--- config.mk ---
export PLATFORM = sky130hd
export DESIGN_NAME = mtc_core
export DESIGN_NICKNAME = d
export VERILOG_FILES = /design/src/mtc_pkg.sv /design/src/mtc_core.sv
export VERILOG_INCLUDE_DIRS = /design/src /design/src/src
export SDC_FILE = /design/constraint.sdc
export NUM_CORES = 1
export LEC_CHECK = 0
export ABC_AREA = 1
export BUFFER_PORTS_ARGS = -buffer_cell sky130_fd_sc_hd__buf_4
export CELL_PAD_IN_SITES_DETAIL_PLACEMENT = 1
export CELL_PAD_IN_SITES_GLOBAL_PLACEMENT = 1
export CORE_ASPECT_RATIO = 0.8
export CORE_MARGIN = 3
export CORE_UTILIZATION = 49
export CTS_CLUSTER_SIZE = 24
export DETAILED_ROUTE_END_ITERATION = 7
export GPL_TIMING_DRIVEN = 0
export PLACE_DENSITY_LB_ADDON = 0.1
export SYNTH_ARGS = -nofsm -noshare
export SYNTH_HDL_FRONTEND = slang
export SYNTH_SLANG_ARGS = --single-unit
export TNS_END_PERCENT = 5
--- constraint.sdc ---
create_clock -name I_MCLK -period 6.5 [get_ports I_MCLK]
set_input_delay 0.325 -clock I_MCLK [delete_from_list [all_inputs] [get_ports I_MCLK]]
set_output_delay 0.325 -clock I_MCLK [all_outputs]
set_load 0.05 [all_outputs]
--- src/mtc_consts.svh ---
// constants of the motor timer counter core: offsets, fields, resets
// assumes a 32-bit axi4-lite slave with byte addresses below 0x40
//
// Behaviour
// up mode counts zero to reload, wraps to zero, flags overflow, repeats.
// software writes direction 0 for up, 1 for down when edge aligned.
// down mode counts reload to zero, reloads, flags underflow, repeats.
// software update event in up mode clears the counter.
// software update event in down mode loads the reload value.
// center mode counts up then down; overflow at top, underflow at zero.
// in center mode direction bit is read only, tracks hardware direction.
// software update event in center mode clears counter in either direction.
// overflow or underflow sets the update flag in interrupt status.
// repetition zero fires update each event, else only when counter hits zero.
// repetition decrements on overflow up, underflow down, both in center.
// prescaler runs on bus clock when slave off or modes 4, 5, 6.
// slave mode 7 counts each rising edge of the selected trigger.
// trigger source 0 is the software bit; with mode 7 it updates only.
// other trigger sources give one pulse per rising edge.
// 16-bit prescaler divides by 1 through 65536.
// restart edge reinitialises counter, prescaler; update unless disabled.
// pause mode counts while trigger high, holds value while low.
// software must not use channel-0 both-edge signal as pause trigger.
// trigger mode edge resumes stopped counter; never stops; software never resumes (a cfg write of cen still resumes it here).
// master trigger output selected by master mode drives linked slave timers.
// holds 16-bit counter, four compare values, reload, 8-bit repetition.
// counter steps only at prescaler terminal count; prescaler restarts at zero.
// reload, prescaler and repetition preloads take effect at update events.
`ifndef MTC_CONSTS_SVH
`define MTC_CONSTS_SVH

`define MTC_OFF_CFG    8'h00
`define MTC_OFF_MODE   8'h04
`define MTC_OFF_TRG    8'h08
`define MTC_OFF_EVG    8'h0c
`define MTC_OFF_ISR    8'h10
`define MTC_OFF_CNT    8'h14
`define MTC_OFF_PSC    8'h18
`define MTC_OFF_RELOAD 8'h1c
`define MTC_OFF_REP    8'h20
`define MTC_OFF_CMP0   8'h24
`define MTC_OFF_CMP1   8'h28
`define MTC_OFF_CMP2   8'h2c
`define MTC_OFF_CMP3   8'h30

`define MTC_CFG_CEN    0
`define MTC_CFG_DIR    1
`define MTC_CFG_CMS    2
`define MTC_CFG_UDIS   3
`define MTC_EVG_UG     0
`define MTC_ISR_UIF    0
`define MTC_ISR_TIF    1

`define MTC_SMS_RESTART 3'h4
`define MTC_SMS_PAUSE   3'h5
`define MTC_SMS_TRIGGER 3'h6
`define MTC_SMS_EXTCLK  3'h7
`define MTC_TSRC_SOFT   3'h0

`define MTC_RST_RELOAD 16'hffff
`define MTC_RESP_OKAY  2'h0
`define MTC_RESP_SLVERR 2'h2

`endif

--- src/mtc_pkg.sv ---
// types of the motor timer counter core
// assumes mtc_consts.svh for every numeric constant
package mtc_pkg;

   typedef enum logic [2:0] {
      MTC_MTRIG_SOFT_UG,
      MTC_MTRIG_ENABLE,
      MTC_MTRIG_UPDATE,
      MTC_MTRIG_TRIG_EDGE,
      MTC_MTRIG_CMP0,
      MTC_MTRIG_CMP1,
      MTC_MTRIG_CMP2,
      MTC_MTRIG_CMP3
   } mtc_mms_e;

   typedef struct packed {
      logic [6:0]  trg_s1;
      logic [6:0]  trg_s2;
      logic [6:0]  trg_prev;
      logic        cen;
      logic        dir;
      logic        cms;
      logic        udis;
      logic [2:0]  sms;
      logic [2:0]  mms;
      logic [2:0]  tsrc;
      logic [15:0] cnt;
      logic [15:0] psc_cnt;
      logic [15:0] psc_pre;
      logic [15:0] psc_act;
      logic [15:0] arr_pre;
      logic [15:0] arr_act;
      logic [7:0]  rep_pre;
      logic [7:0]  rep_act;
      logic [7:0]  rep_cnt;
      logic [63:0] cmp;
      logic        uif;
      logic        tif;
      logic        mtrig;
      logic        aw_full;
      logic        w_full;
      logic [7:0]  aw_addr;
      logic [31:0] wdata;
      logic [3:0]  wstrb;
      logic        awready;
      logic        wready;
      logic        bvalid;
      logic [1:0]  bresp;
      logic        arready;
      logic        rvalid;
      logic [31:0] rdata;
      logic [1:0]  rresp;
   } mtc_state_s;

endpackage

--- src/mtc_core.sv ---
// time base, slave, trigger and master control of the motor timer counter
// assumes an axi4-lite master on I_MCLK; I_TRIG_IN comes from other timers
// on unrelated logic and is therefore synchronised here
`timescale 1ns/1ns
`include "mtc_consts.svh"

module mtc_core
   import mtc_pkg::*;
(
   input  wire logic        I_MCLK,
   input  wire logic        I_RSTN,
   input  wire logic [6:0]  I_TRIG_IN,
   input  wire logic        I_AWVALID,
   output logic             O_AWREADY,
   input  wire logic [7:0]  I_AWADDR,
   input  wire logic        I_WVALID,
   output logic             O_WREADY,
   input  wire logic [31:0] I_WDATA,
   input  wire logic [3:0]  I_WSTRB,
   output logic             O_BVALID,
   input  wire logic        I_BREADY,
   output logic [1:0]       O_BRESP,
   input  wire logic        I_ARVALID,
   output logic             O_ARREADY,
   input  wire logic [7:0]  I_ARADDR,
   output logic             O_RVALID,
   input  wire logic        I_RREADY,
   output logic [31:0]      O_RDATA,
   output logic [1:0]       O_RRESP,
   output logic             O_MTRIG
);

   // ****************************************************************
   // helpers
   // ****************************************************************
   // lanes 0 and 1 only: no register here is wider than 16 bits
   function automatic logic [15:0] wm16(input logic [15:0] o,
                                       input logic [31:0] d,
                                       input logic [3:0]  b);
      wm16 = {b[1] ? d[15:8] : o[15:8], b[0] ? d[7:0] : o[7:0]};
   endfunction

   function automatic logic mapped(input logic [7:0] a);
      mapped = (a[1:0] == 2'h0) && (a <= `MTC_OFF_CMP3);
   endfunction

   function automatic logic [31:0] rd(input mtc_state_s t,
                                      input logic [7:0] a);
      rd = 32'h0;
      case (a)
         `MTC_OFF_CFG:    rd[3:0] = {t.udis, t.cms, t.dir, t.cen};
         `MTC_OFF_MODE:   rd[6:0] = {t.mms, 1'b0, t.sms};
         `MTC_OFF_TRG:    rd[2:0] = t.tsrc;
         `MTC_OFF_ISR:    rd[1:0] = {t.tif, t.uif};
         `MTC_OFF_CNT:    rd[15:0] = t.cnt;
         `MTC_OFF_PSC:    rd[15:0] = t.psc_pre;
         `MTC_OFF_RELOAD: rd[15:0] = t.arr_pre;
         `MTC_OFF_REP:    rd[7:0] = t.rep_pre;
         `MTC_OFF_CMP0:   rd[15:0] = t.cmp[15:0];
         `MTC_OFF_CMP1:   rd[15:0] = t.cmp[31:16];
         `MTC_OFF_CMP2:   rd[15:0] = t.cmp[47:32];
         `MTC_OFF_CMP3:   rd[15:0] = t.cmp[63:48];
         default:         rd = 32'h0;
      endcase
   endfunction

   mtc_state_s s;
   mtc_state_s n;

   // ****************************************************************
   // next state
   // ****************************************************************
   always_comb begin
      logic        wr;
      logic [7:0]  wa;
      logic        soft_ug;
      logic        clr_uif;
      logic        clr_tif;
      logic        ext_lvl;
      logic        ext_edge;
      logic        slv_lvl;
      logic        run;
      logic        tick;
      logic        restart;
      logic        reinit;
      logic        ug;
      logic        ovf;
      logic        udf;
      logic        hw_uev;
      logic        uev;
      logic [15:0] arr_new;
      logic [15:0] cmpv;
      logic [2:0]  ti;
      n        = s;
      wr       = 1'b0;
      wa       = 8'h0;
      soft_ug  = 1'b0;
      clr_uif  = 1'b0;
      clr_tif  = 1'b0;
      ovf      = 1'b0;
      udf      = 1'b0;
      hw_uev   = 1'b0;
      cmpv     = 16'h0;
      ti       = 3'h0;
      ext_lvl  = 1'b0;
      ext_edge = 1'b0;
      slv_lvl  = 1'b0;
      run      = 1'b0;
      tick     = 1'b0;
      restart  = 1'b0;
      reinit   = 1'b0;
      ug       = 1'b0;
      uev      = 1'b0;
      arr_new  = 16'h0;

      // the first stage feeds only the second; edges use the second
      n.trg_s1   = I_TRIG_IN;
      n.trg_s2   = s.trg_s1;
      n.trg_prev = s.trg_s2;

      // ************************************************************
      // axi4-lite write channel
      // ************************************************************
      if (I_AWVALID && s.awready) begin
         n.aw_full = 1'b1;
         n.aw_addr = I_AWADDR;
      end
      if (I_WVALID && s.wready) begin
         n.w_full = 1'b1;
         n.wdata  = I_WDATA;
         n.wstrb  = I_WSTRB;
      end
      if (s.bvalid && I_BREADY) begin
         n.bvalid = 1'b0;
      end
      if (n.aw_full && n.w_full && !s.bvalid) begin
         wr        = mapped(n.aw_addr);
         wa        = n.aw_addr;
         n.aw_full = 1'b0;
         n.w_full  = 1'b0;
         n.bvalid  = 1'b1;
         n.bresp   = wr ? `MTC_RESP_OKAY : `MTC_RESP_SLVERR;
      end

      if (wr) begin
         case (wa)
            `MTC_OFF_CFG: begin
               if (n.wstrb[0]) begin
                  n.cen  = n.wdata[`MTC_CFG_CEN];
                  n.cms  = n.wdata[`MTC_CFG_CMS];
                  n.udis = n.wdata[`MTC_CFG_UDIS];
                  // direction is hardware owned while center aligned
                  if (!s.cms && !n.wdata[`MTC_CFG_CMS]) begin
                     n.dir = n.wdata[`MTC_CFG_DIR];
                  end
               end
            end
            `MTC_OFF_MODE: begin
               if (n.wstrb[0]) begin
                  n.sms = n.wdata[2:0];
                  n.mms = n.wdata[6:4];
               end
            end
            `MTC_OFF_TRG: begin
               if (n.wstrb[0]) begin
                  n.tsrc = n.wdata[2:0];
               end
            end
            `MTC_OFF_EVG: begin
               soft_ug = n.wstrb[0] && n.wdata[`MTC_EVG_UG];
            end
            `MTC_OFF_ISR: begin
               // write zero clears, as software acknowledges by writing 0
               clr_uif = n.wstrb[0] && !n.wdata[`MTC_ISR_UIF];
               clr_tif = n.wstrb[0] && !n.wdata[`MTC_ISR_TIF];
            end
            `MTC_OFF_CNT:    n.cnt = wm16(s.cnt, n.wdata, n.wstrb);
            `MTC_OFF_PSC:    n.psc_pre = wm16(s.psc_pre, n.wdata, n.wstrb);
            `MTC_OFF_RELOAD: n.arr_pre = wm16(s.arr_pre, n.wdata, n.wstrb);
            `MTC_OFF_REP: begin
               if (n.wstrb[0]) begin
                  n.rep_pre = n.wdata[7:0];
               end
            end
            `MTC_OFF_CMP0:   n.cmp[15:0] = wm16(s.cmp[15:0], n.wdata, n.wstrb);
            `MTC_OFF_CMP1:   n.cmp[31:16] = wm16(s.cmp[31:16], n.wdata, n.wstrb);
            `MTC_OFF_CMP2:   n.cmp[47:32] = wm16(s.cmp[47:32], n.wdata, n.wstrb);
            `MTC_OFF_CMP3:   n.cmp[63:48] = wm16(s.cmp[63:48], n.wdata, n.wstrb);
            default: begin
               n.bresp = `MTC_RESP_SLVERR;
            end
         endcase
      end

      // ************************************************************
      // trigger controller
      // ************************************************************
      // source 0 has no pin; index 0 keeps the select inside the bus
      if (s.tsrc == `MTC_TSRC_SOFT) begin
         ti = 3'h0;
      end else begin
         ti = s.tsrc - 3'h1;
      end
      ext_lvl  = s.trg_s2[ti];
      ext_edge = (s.tsrc != `MTC_TSRC_SOFT)
                 && s.trg_s2[ti] && !s.trg_prev[ti];
      // the software bit is a level source only, never an edge
      slv_lvl  = (s.tsrc == `MTC_TSRC_SOFT) ? soft_ug : ext_lvl;

      // ************************************************************
      // slave controller and clock selection
      // ************************************************************
      restart = (s.sms == `MTC_SMS_RESTART) && ext_edge;
      if ((s.sms == `MTC_SMS_TRIGGER) && ext_edge) begin
         n.cen = 1'b1;
      end
      run = s.cen && !((s.sms == `MTC_SMS_PAUSE) && !slv_lvl);
      if (s.sms == `MTC_SMS_EXTCLK) begin
         tick = run && ext_edge;
      end else begin
         tick = run;
      end

      ug      = soft_ug || (restart && !s.udis);
      reinit  = soft_ug || restart;
      arr_new = ug ? n.arr_pre : s.arr_act;

      // ************************************************************
      // prescaler and counter
      // ************************************************************
      if (reinit) begin
         n.psc_cnt = 16'h0;
         if (!s.cms && s.dir) begin
            n.cnt = arr_new;
         end else begin
            n.cnt = 16'h0;
         end
      end else if (tick) begin
         if (s.psc_cnt == s.psc_act) begin
            n.psc_cnt = 16'h0;
            if (s.cms) begin
               if (!s.dir) begin
                  if (s.cnt >= s.arr_act) begin
                     ovf   = 1'b1;
                     n.dir = 1'b1;
                     n.cnt = (s.arr_act == 16'h0) ? 16'h0 : s.arr_act - 16'h1;
                  end else begin
                     n.cnt = s.cnt + 16'h1;
                  end
               end else begin
                  if (s.cnt == 16'h0) begin
                     udf   = 1'b1;
                     n.dir = 1'b0;
                     n.cnt = (s.arr_act == 16'h0) ? 16'h0 : 16'h1;
                  end else begin
                     n.cnt = s.cnt - 16'h1;
                  end
               end
            end else if (!s.dir) begin
               if (s.cnt >= s.arr_act) begin
                  ovf   = 1'b1;
                  n.cnt = 16'h0;
               end else begin
                  n.cnt = s.cnt + 16'h1;
               end
            end else begin
               if (s.cnt == 16'h0) begin
                  udf   = 1'b1;
                  n.cnt = s.arr_act;
               end else begin
                  n.cnt = s.cnt - 16'h1;
               end
            end
         end else begin
            n.psc_cnt = s.psc_cnt + 16'h1;
         end
      end

      // ************************************************************
      // repetition and update events
      // ************************************************************
      if (ovf || udf) begin
         if (s.rep_cnt == 8'h0) begin
            hw_uev    = 1'b1;
            // reload from the working copy; the update below replaces it with the new preload
            n.rep_cnt = s.rep_act;
         end else begin
            n.rep_cnt = s.rep_cnt - 8'h1;
         end
      end
      uev = ug || hw_uev;
      if (uev) begin
         // preloads reach the working copies only here
         n.arr_act = n.arr_pre;
         n.psc_act = n.psc_pre;
         n.rep_act = n.rep_pre;
         n.rep_cnt = n.rep_act;
      end

      // ************************************************************
      // status flags: a hardware set beats a software clear
      // ************************************************************
      if (clr_uif) begin
         n.uif = 1'b0;
      end
      if (ovf || udf || ug) begin
         n.uif = 1'b1;
      end
      if (clr_tif) begin
         n.tif = 1'b0;
      end
      if (ext_edge) begin
         n.tif = 1'b1;
      end

      // ************************************************************
      // master controller
      // ************************************************************
      // compare and enable modes hold a level; the other three give one-cycle pulses
      case (mtc_mms_e'(s.mms))
         MTC_MTRIG_SOFT_UG:   n.mtrig = soft_ug;
         MTC_MTRIG_ENABLE:    n.mtrig = n.cen;
         MTC_MTRIG_UPDATE:    n.mtrig = uev;
         MTC_MTRIG_TRIG_EDGE: n.mtrig = ext_edge;
         default: begin
            cmpv    = s.cmp[{s.mms[1:0], 4'h0} +: 16];
            n.mtrig = (s.cnt >= cmpv);
         end
      endcase

      // ************************************************************
      // axi4-lite read channel and ready flags
      // ************************************************************
      if (s.rvalid && I_RREADY) begin
         n.rvalid = 1'b0;
      end
      if (I_ARVALID && s.arready) begin
         n.rvalid = 1'b1;
         n.rdata  = rd(s, I_ARADDR);
         n.rresp  = mapped(I_ARADDR) ? `MTC_RESP_OKAY : `MTC_RESP_SLVERR;
      end
      n.arready = !n.rvalid;
      // one write at a time: both readies fall until the response is taken
      n.awready = !n.aw_full && !n.bvalid;
      n.wready  = !n.w_full && !n.bvalid;
   end

   // ****************************************************************
   // state register
   // ****************************************************************
   always_ff @(posedge I_MCLK or negedge I_RSTN) begin
      if (!I_RSTN) begin
         s         <= '0;
         s.arr_pre <= `MTC_RST_RELOAD;
         s.arr_act <= `MTC_RST_RELOAD;
         // readies start high so a request is taken at the first edge
         s.awready <= 1'b1;
         s.wready  <= 1'b1;
         s.arready <= 1'b1;
      end else begin
         s <= n;
      end
   end

   assign O_AWREADY = s.awready;
   assign O_WREADY  = s.wready;
   assign O_BVALID  = s.bvalid;
   assign O_BRESP   = s.bresp;
   assign O_ARREADY = s.arready;
   assign O_RVALID  = s.rvalid;
   assign O_RDATA   = s.rdata;
   assign O_RRESP   = s.rresp;
   assign O_MTRIG   = s.mtrig;

endmodule

## Word-level counts from Yosys, hierarchy flattened

Index checks and enable logic that the tools add are counted.
Widths: inputs -> output; s select.

| word-level totals | value |
|---|---|
| register bits | 276 |
| latch bits | 0 |
| bits in writable memories | 0 |
| memory bits (read-only) | 0 |
| input port bits | 66 |
| output and inout bits | 42 |
| word-level logic and storage cells | 254 |
| memories | 0 |

| operators by class | value |
|---|---|
| add/subtract/negate cells | 6 |
| $mul | 0 |
| div/mod/pow operators | 0 |
| order comparisons | 5 |
| equal/unequal tests | 31 |
| shift-type cells | 1 |
| muxes and demuxes | 99 |
| bitwise logic cells | 0 |
| reductions and logical operators | 68 |

Operator list:

| operator | number |
|---|---|
| $mux 16 | 17 |
| $mux 8 | 14 |
| $eq 8x6->1 const B | 10 |
| $eq 8x5->1 const B | 8 |
| $mux 32 | 2 |
| $shiftx 64x7->16 | 1 |
| $pmux 8 s7 | 1 |
| $mux 1 | 41 |
| $mux 35 | 1 |
| $reduce_and 3->1 | 11 |
| $add 16x1->16 const B | 2 |
| $ge 16x16->1 | 2 |
| $logic_not 16->1 | 2 |
| $sub 16x1->16 const B | 2 |
| $mux 29 | 1 |
| $pmux 3 s9 | 1 |
| $eq 8x4->1 const B | 3 |
| $logic_and 1x1->1 | 24 |
| $logic_not 8->1 | 3 |
| $pmux 2 s12 | 1 |
| $mux 20 | 1 |
| $eq 16x16->1 | 1 |
| $eq 8x3->1 const B | 2 |
| $le 8x6->1 const B | 2 |
| other kinds (22) | 57 |

## Longest topological paths before layout

| logic depth | value |
|---|---|
| word-level depth | 21 |
| gate-level depth with buffers | 19 |

## Worst setup path after synthesis

No wires, ideal clock.

| path | value |
|---|---|
| path kind | reg2reg |
| from | reg s[193] (netlist name) |
| to | reg s[210] (netlist name) |
| setup time | 0.117 ns |
| arrival | 2.475 ns |
| required time | 6.383 ns |
| slack | 3.908 ns |
| cell stages (with the launch flop) | 17 |
| clock period less this slack | 2.592 ns |
| path through | dfstp_2 inv_1 ha_1 nand2_1 inv_1 nand3_1 nor3_1 nand3_1 nand3_1 nand2_1 nand2_1 nand4_4 nand2_4 nand2_8 buf_2 nand2_1 nand2_1 |

| on the way | value |
|---|---|
| cells in the longest elaborated chain, start to end | 9 |

Ends and longest elaborated chain:

| element | line | source |
|---|---|---|
| start, declared | mtc_core.sv:67 | `mtc_state_s s;` |
| start signal, assigned | mtc_core.sv:361 | `s <= n;` |
| $ge 16x16->1 | mtc_core.sv:243, mtc_core.sv:260 |  |
| $mux 1 | mtc_core.sv:243, mtc_core.sv:260 |  |
| $mux 1 | mtc_core.sv:242, mtc_core.sv:259 |  |
| $mux 1 | mtc_core.sv:239 | `if (s.psc_cnt == s.psc_act) begin` |
| $mux 1 | mtc_core.sv:238 | `end else if (tick) begin` |
| $mux 1 | mtc_core.sv:231 | `if (reinit) begin` |
| $logic_or 1x1->1 | mtc_core.sv:282 | `if (ovf \|\| udf) begin` |
| $mux 1 | mtc_core.sv:282 |  |
| $logic_or 1x1->1 | mtc_core.sv:291 | `uev = ug \|\| hw_uev;` |

No other way between the ends.
A chain may end at the register's enable or synchronous reset.

==> impl_metrics.ini <==
[status]
status = completed

[floorplan]
die-area_um2 = 33500
dieWidth_um = 204
num_rows = 57
die_h_um = 164
initial_core_util_pct = 50.1
core_area_um2 = 30600
io_pins = 108

[synth]
yosysWarnings = 0
yosysSeqAreaShare_pct = 44.8
syn_inst = 1938
syn_area_um2 = 15300
synth-seq-cells = 273
async_reset_ff_share_pct = 100
dominantRegCellSynth = dfrtp_1
syn_avg_cell_area_um2 = 7.91
synth_edf_count = 0
synth.distinct_cells = 64

[setup_path]
crit_type = register to register
r2r_end = O_MTRIG
r2r_setup_slack_ns = 2.66
arrival_ns = 4.29
cp_max_fo = 10
critPathLaunchType = register
cp-end-kind = register
rr_worst_depth = 12
cp.required_ns = 6.95
reg2reg_from = s[277]

[cts]
tritoncts = yes
post_cts_buffers = 0
cts_made_buffers = 29
clk_latency_ns = 0.57
cts_buffer_depth = 3
clock-sinks = 273
clk_pin_slew_ns = 0.06
root_buffer = clkbuf_16
cts.htree.levels = 1

[routing]
antenna_left = 0
drt-total-wl_um = 57600
vias = 14900
drt-pass1-iter-count = 5
drcViolationCount = 0
post_drt_via_cell_ratio = 5.93
wl_per_cell_um = 23.0
drtIter0Drc = 1334

[global_routing]
globalRouteTotalUtil_pct = 34.4
grt_pass1_vias = 15500
grt_overflow_total = 0
grt_pass1_wl_um = 88600
antenna_found_initial = 1
grt_max_degree = 122

[placement]
dpl.hpwl_um = 43200
place_ws_ns = 2.82
portBuffers = 72
gp_routability_congestion = 0.945

[power_and_ir_drop]
vdd_drop_max_mv = 0.240
power_density_nw_per_um2 = 344
p_leak_nw = 8.21

[cells_and_area]
fin_nets = 2174
fin_util_pct = 57.8
nFillCells = 3750
area_growth_pct = 15.4
n_antenna_cell = 0
drive_gt1_share_pct = 13.9

[timing]
drv_slew = 0
setup_viol_count_final = 0
period_needed_ns = 3.84
hold_viol_final = 0
finalWorstSetupSlack_ns = 2.66
tightest_slew_ns = 1.31
fmax_mhz = 261
rsz0062_at_grt = false
timing.slew.headroom_pct = 12.2
skew_ns = 0.0158
setup_tns_ns = 0
period_share_pct = 59.0

[worst_hold_path]
min_path_type = input pin to register
hold-path-endpoint = s[84]
whs_path_depth = 3
min_from = I_AWADDR[7]

[run]
maxCapViolCount = 0
-- flip-flops by register name, indices dropped and copies added (netlist names) --
name,flops
s,234
O_BVALID,1
O_AWREADY,1
O_BRESP,2
O_ARREADY,1
n,14
O_MTRIG,1
O_WREADY,1
O_RRESP,1
O_RDATA,16
O_RVALID,1
-- per-layer routing --
metal / vias up / global-route usage, % / wire length (um)
li1: 6649 / - / -
met1: 7413 / 45.8 / 24500
met2: 621 / 55.6 / 26200
met3: 175 / 7.01 / 4220
met4: 2 / 13.8 / 2640
met5: - / 0 / 13
-- where the power goes --
part	leakage (nW)	total (W)	switching [W]	internal, W
combinational	4.33	0.00205	0.00145	0.000599
sequential	3.36	0.00215	0.000201	0.00195
clock	0.515	0.00189	0.000747	0.00115
-- layout by cell type, fill, tap and decap left out, types with 29 or more instances in the layout --
cell type  count
buf_4        111
nand3_1      101
o22ai_1       48
dfrtp_1      238
nand2_1      457
dfstp_2       35
xor2_1        34
clkbuf_16     29
nor2_1       131
a21oi_1       75
o21ai_1       37
o21ai_0      176
ha_1          38
clkbuf_1      31
nor3_1        32
inv_1        217
a221oi_1      29
-- critical path: stages (launching register included) --
cell	delay, ns
dfrtp_1	0.42
inv_1	0.08
nor2_1	0.83
clkbuf_1	0.57
a221oi_1	0.21
ha_1	0.35
nand2_1	0.06
inv_1	0.07
nand3_1	0.10
nor3_1	0.43
nand3_1	0.13
nand4_1	0.19
a21boi_1	0.28
-- cells by family (layout without fill, tap and decap cells) --
logic type      Yosys count  after routing  synth area share [%]
simple gates            799            799                  22.6
compound gates          442            442                  16.9
buf+inv                 336            474                  9.74
flops                   273            273                  44.8
xor+xnor                 48             48                  2.74
fa+ha+maj                38             38                  3.10
other cells               1             17                0.0245
mux                       1              1                0.0653
-- per-stage QoR --
| step | cells | hold WS [ns] | total power (W) | cell area, um2 |
|---|---|---|---|---|
| floorplan | 1954 | 0.0294 | 0.00344 | 15400 |
| global placement | 2439 | 0.333 | 0.00408 | 16500 |
| detailed placement | 2441 | 0.261 | 0.00416 | 16500 |
| CTS | 2505 | 0.00563 | 0.00607 | 17700 |
| global route | 2505 | 0.0352 | 0.00640 | 17700 |
| finish | 2505 | 0.0248 | 0.00609 | 17700 |
-- how the worst max path moves through the flow --
stage	startpoint	endpoint	slack, ns	depth (start not counted)
after floorplan	s[193]	s[210]	3.91	16
after global placement	I_RSTN	s[248]	2.71	1
after detailed placement	s[193]	O_MTRIG	2.82	15
after CTS	O_WREADY	s[158]	2.75	9
after global routing	s[277]	O_MTRIG	2.59	12
final	s[277]	O_MTRIG	2.66	12
-- cells in the mapped netlist, types with 15 or more instances --
cell / number / area [um2]
a221oi_1: 29 / 254
nor2_1: 131 / 492
a22oi_1: 19 / 143
nand4_1: 18 / 113
o21ai_0: 176 / 881
buf_4: 40 / 300
buf_2: 15 / 75.1
inv_2: 18 / 67.6
dfstp_2: 35 / 920
xor2_1: 34 / 298
a21oi_1: 75 / 375
nand3_1: 101 / 505
clkbuf_1: 30 / 113
dfrtp_1: 238 / 5960
inv_1: 217 / 815
nand2_1: 457 / 1720
nor3_1: 32 / 160
ha_1: 38 / 475
o22ai_1: 48 / 300
o21ai_1: 37 / 185
-- cell type report --
type | instances | area [um2] | area share [%]
inverters | 240 | 905 | 5.11
clock inverters | 22 | 327 | 1.85
plain buffers | 96 | 589 | 3.33
repair buffers | 85 | 713 | 4.03
well taps | 413 | 517 | 2.92
multi-input cells | 1345 | 7030 | 39.7
flip-flops and latches | 273 | 6880 | 38.9
clock buffers | 31 | 743 | 4.20
-- timing repair --
action / CTS / global route
gates resized for setup: 0 / 0
hold endpoints to repair: 58 / 0
hold buffers: 11 / 0
Power figures use the tool's default switching activity.
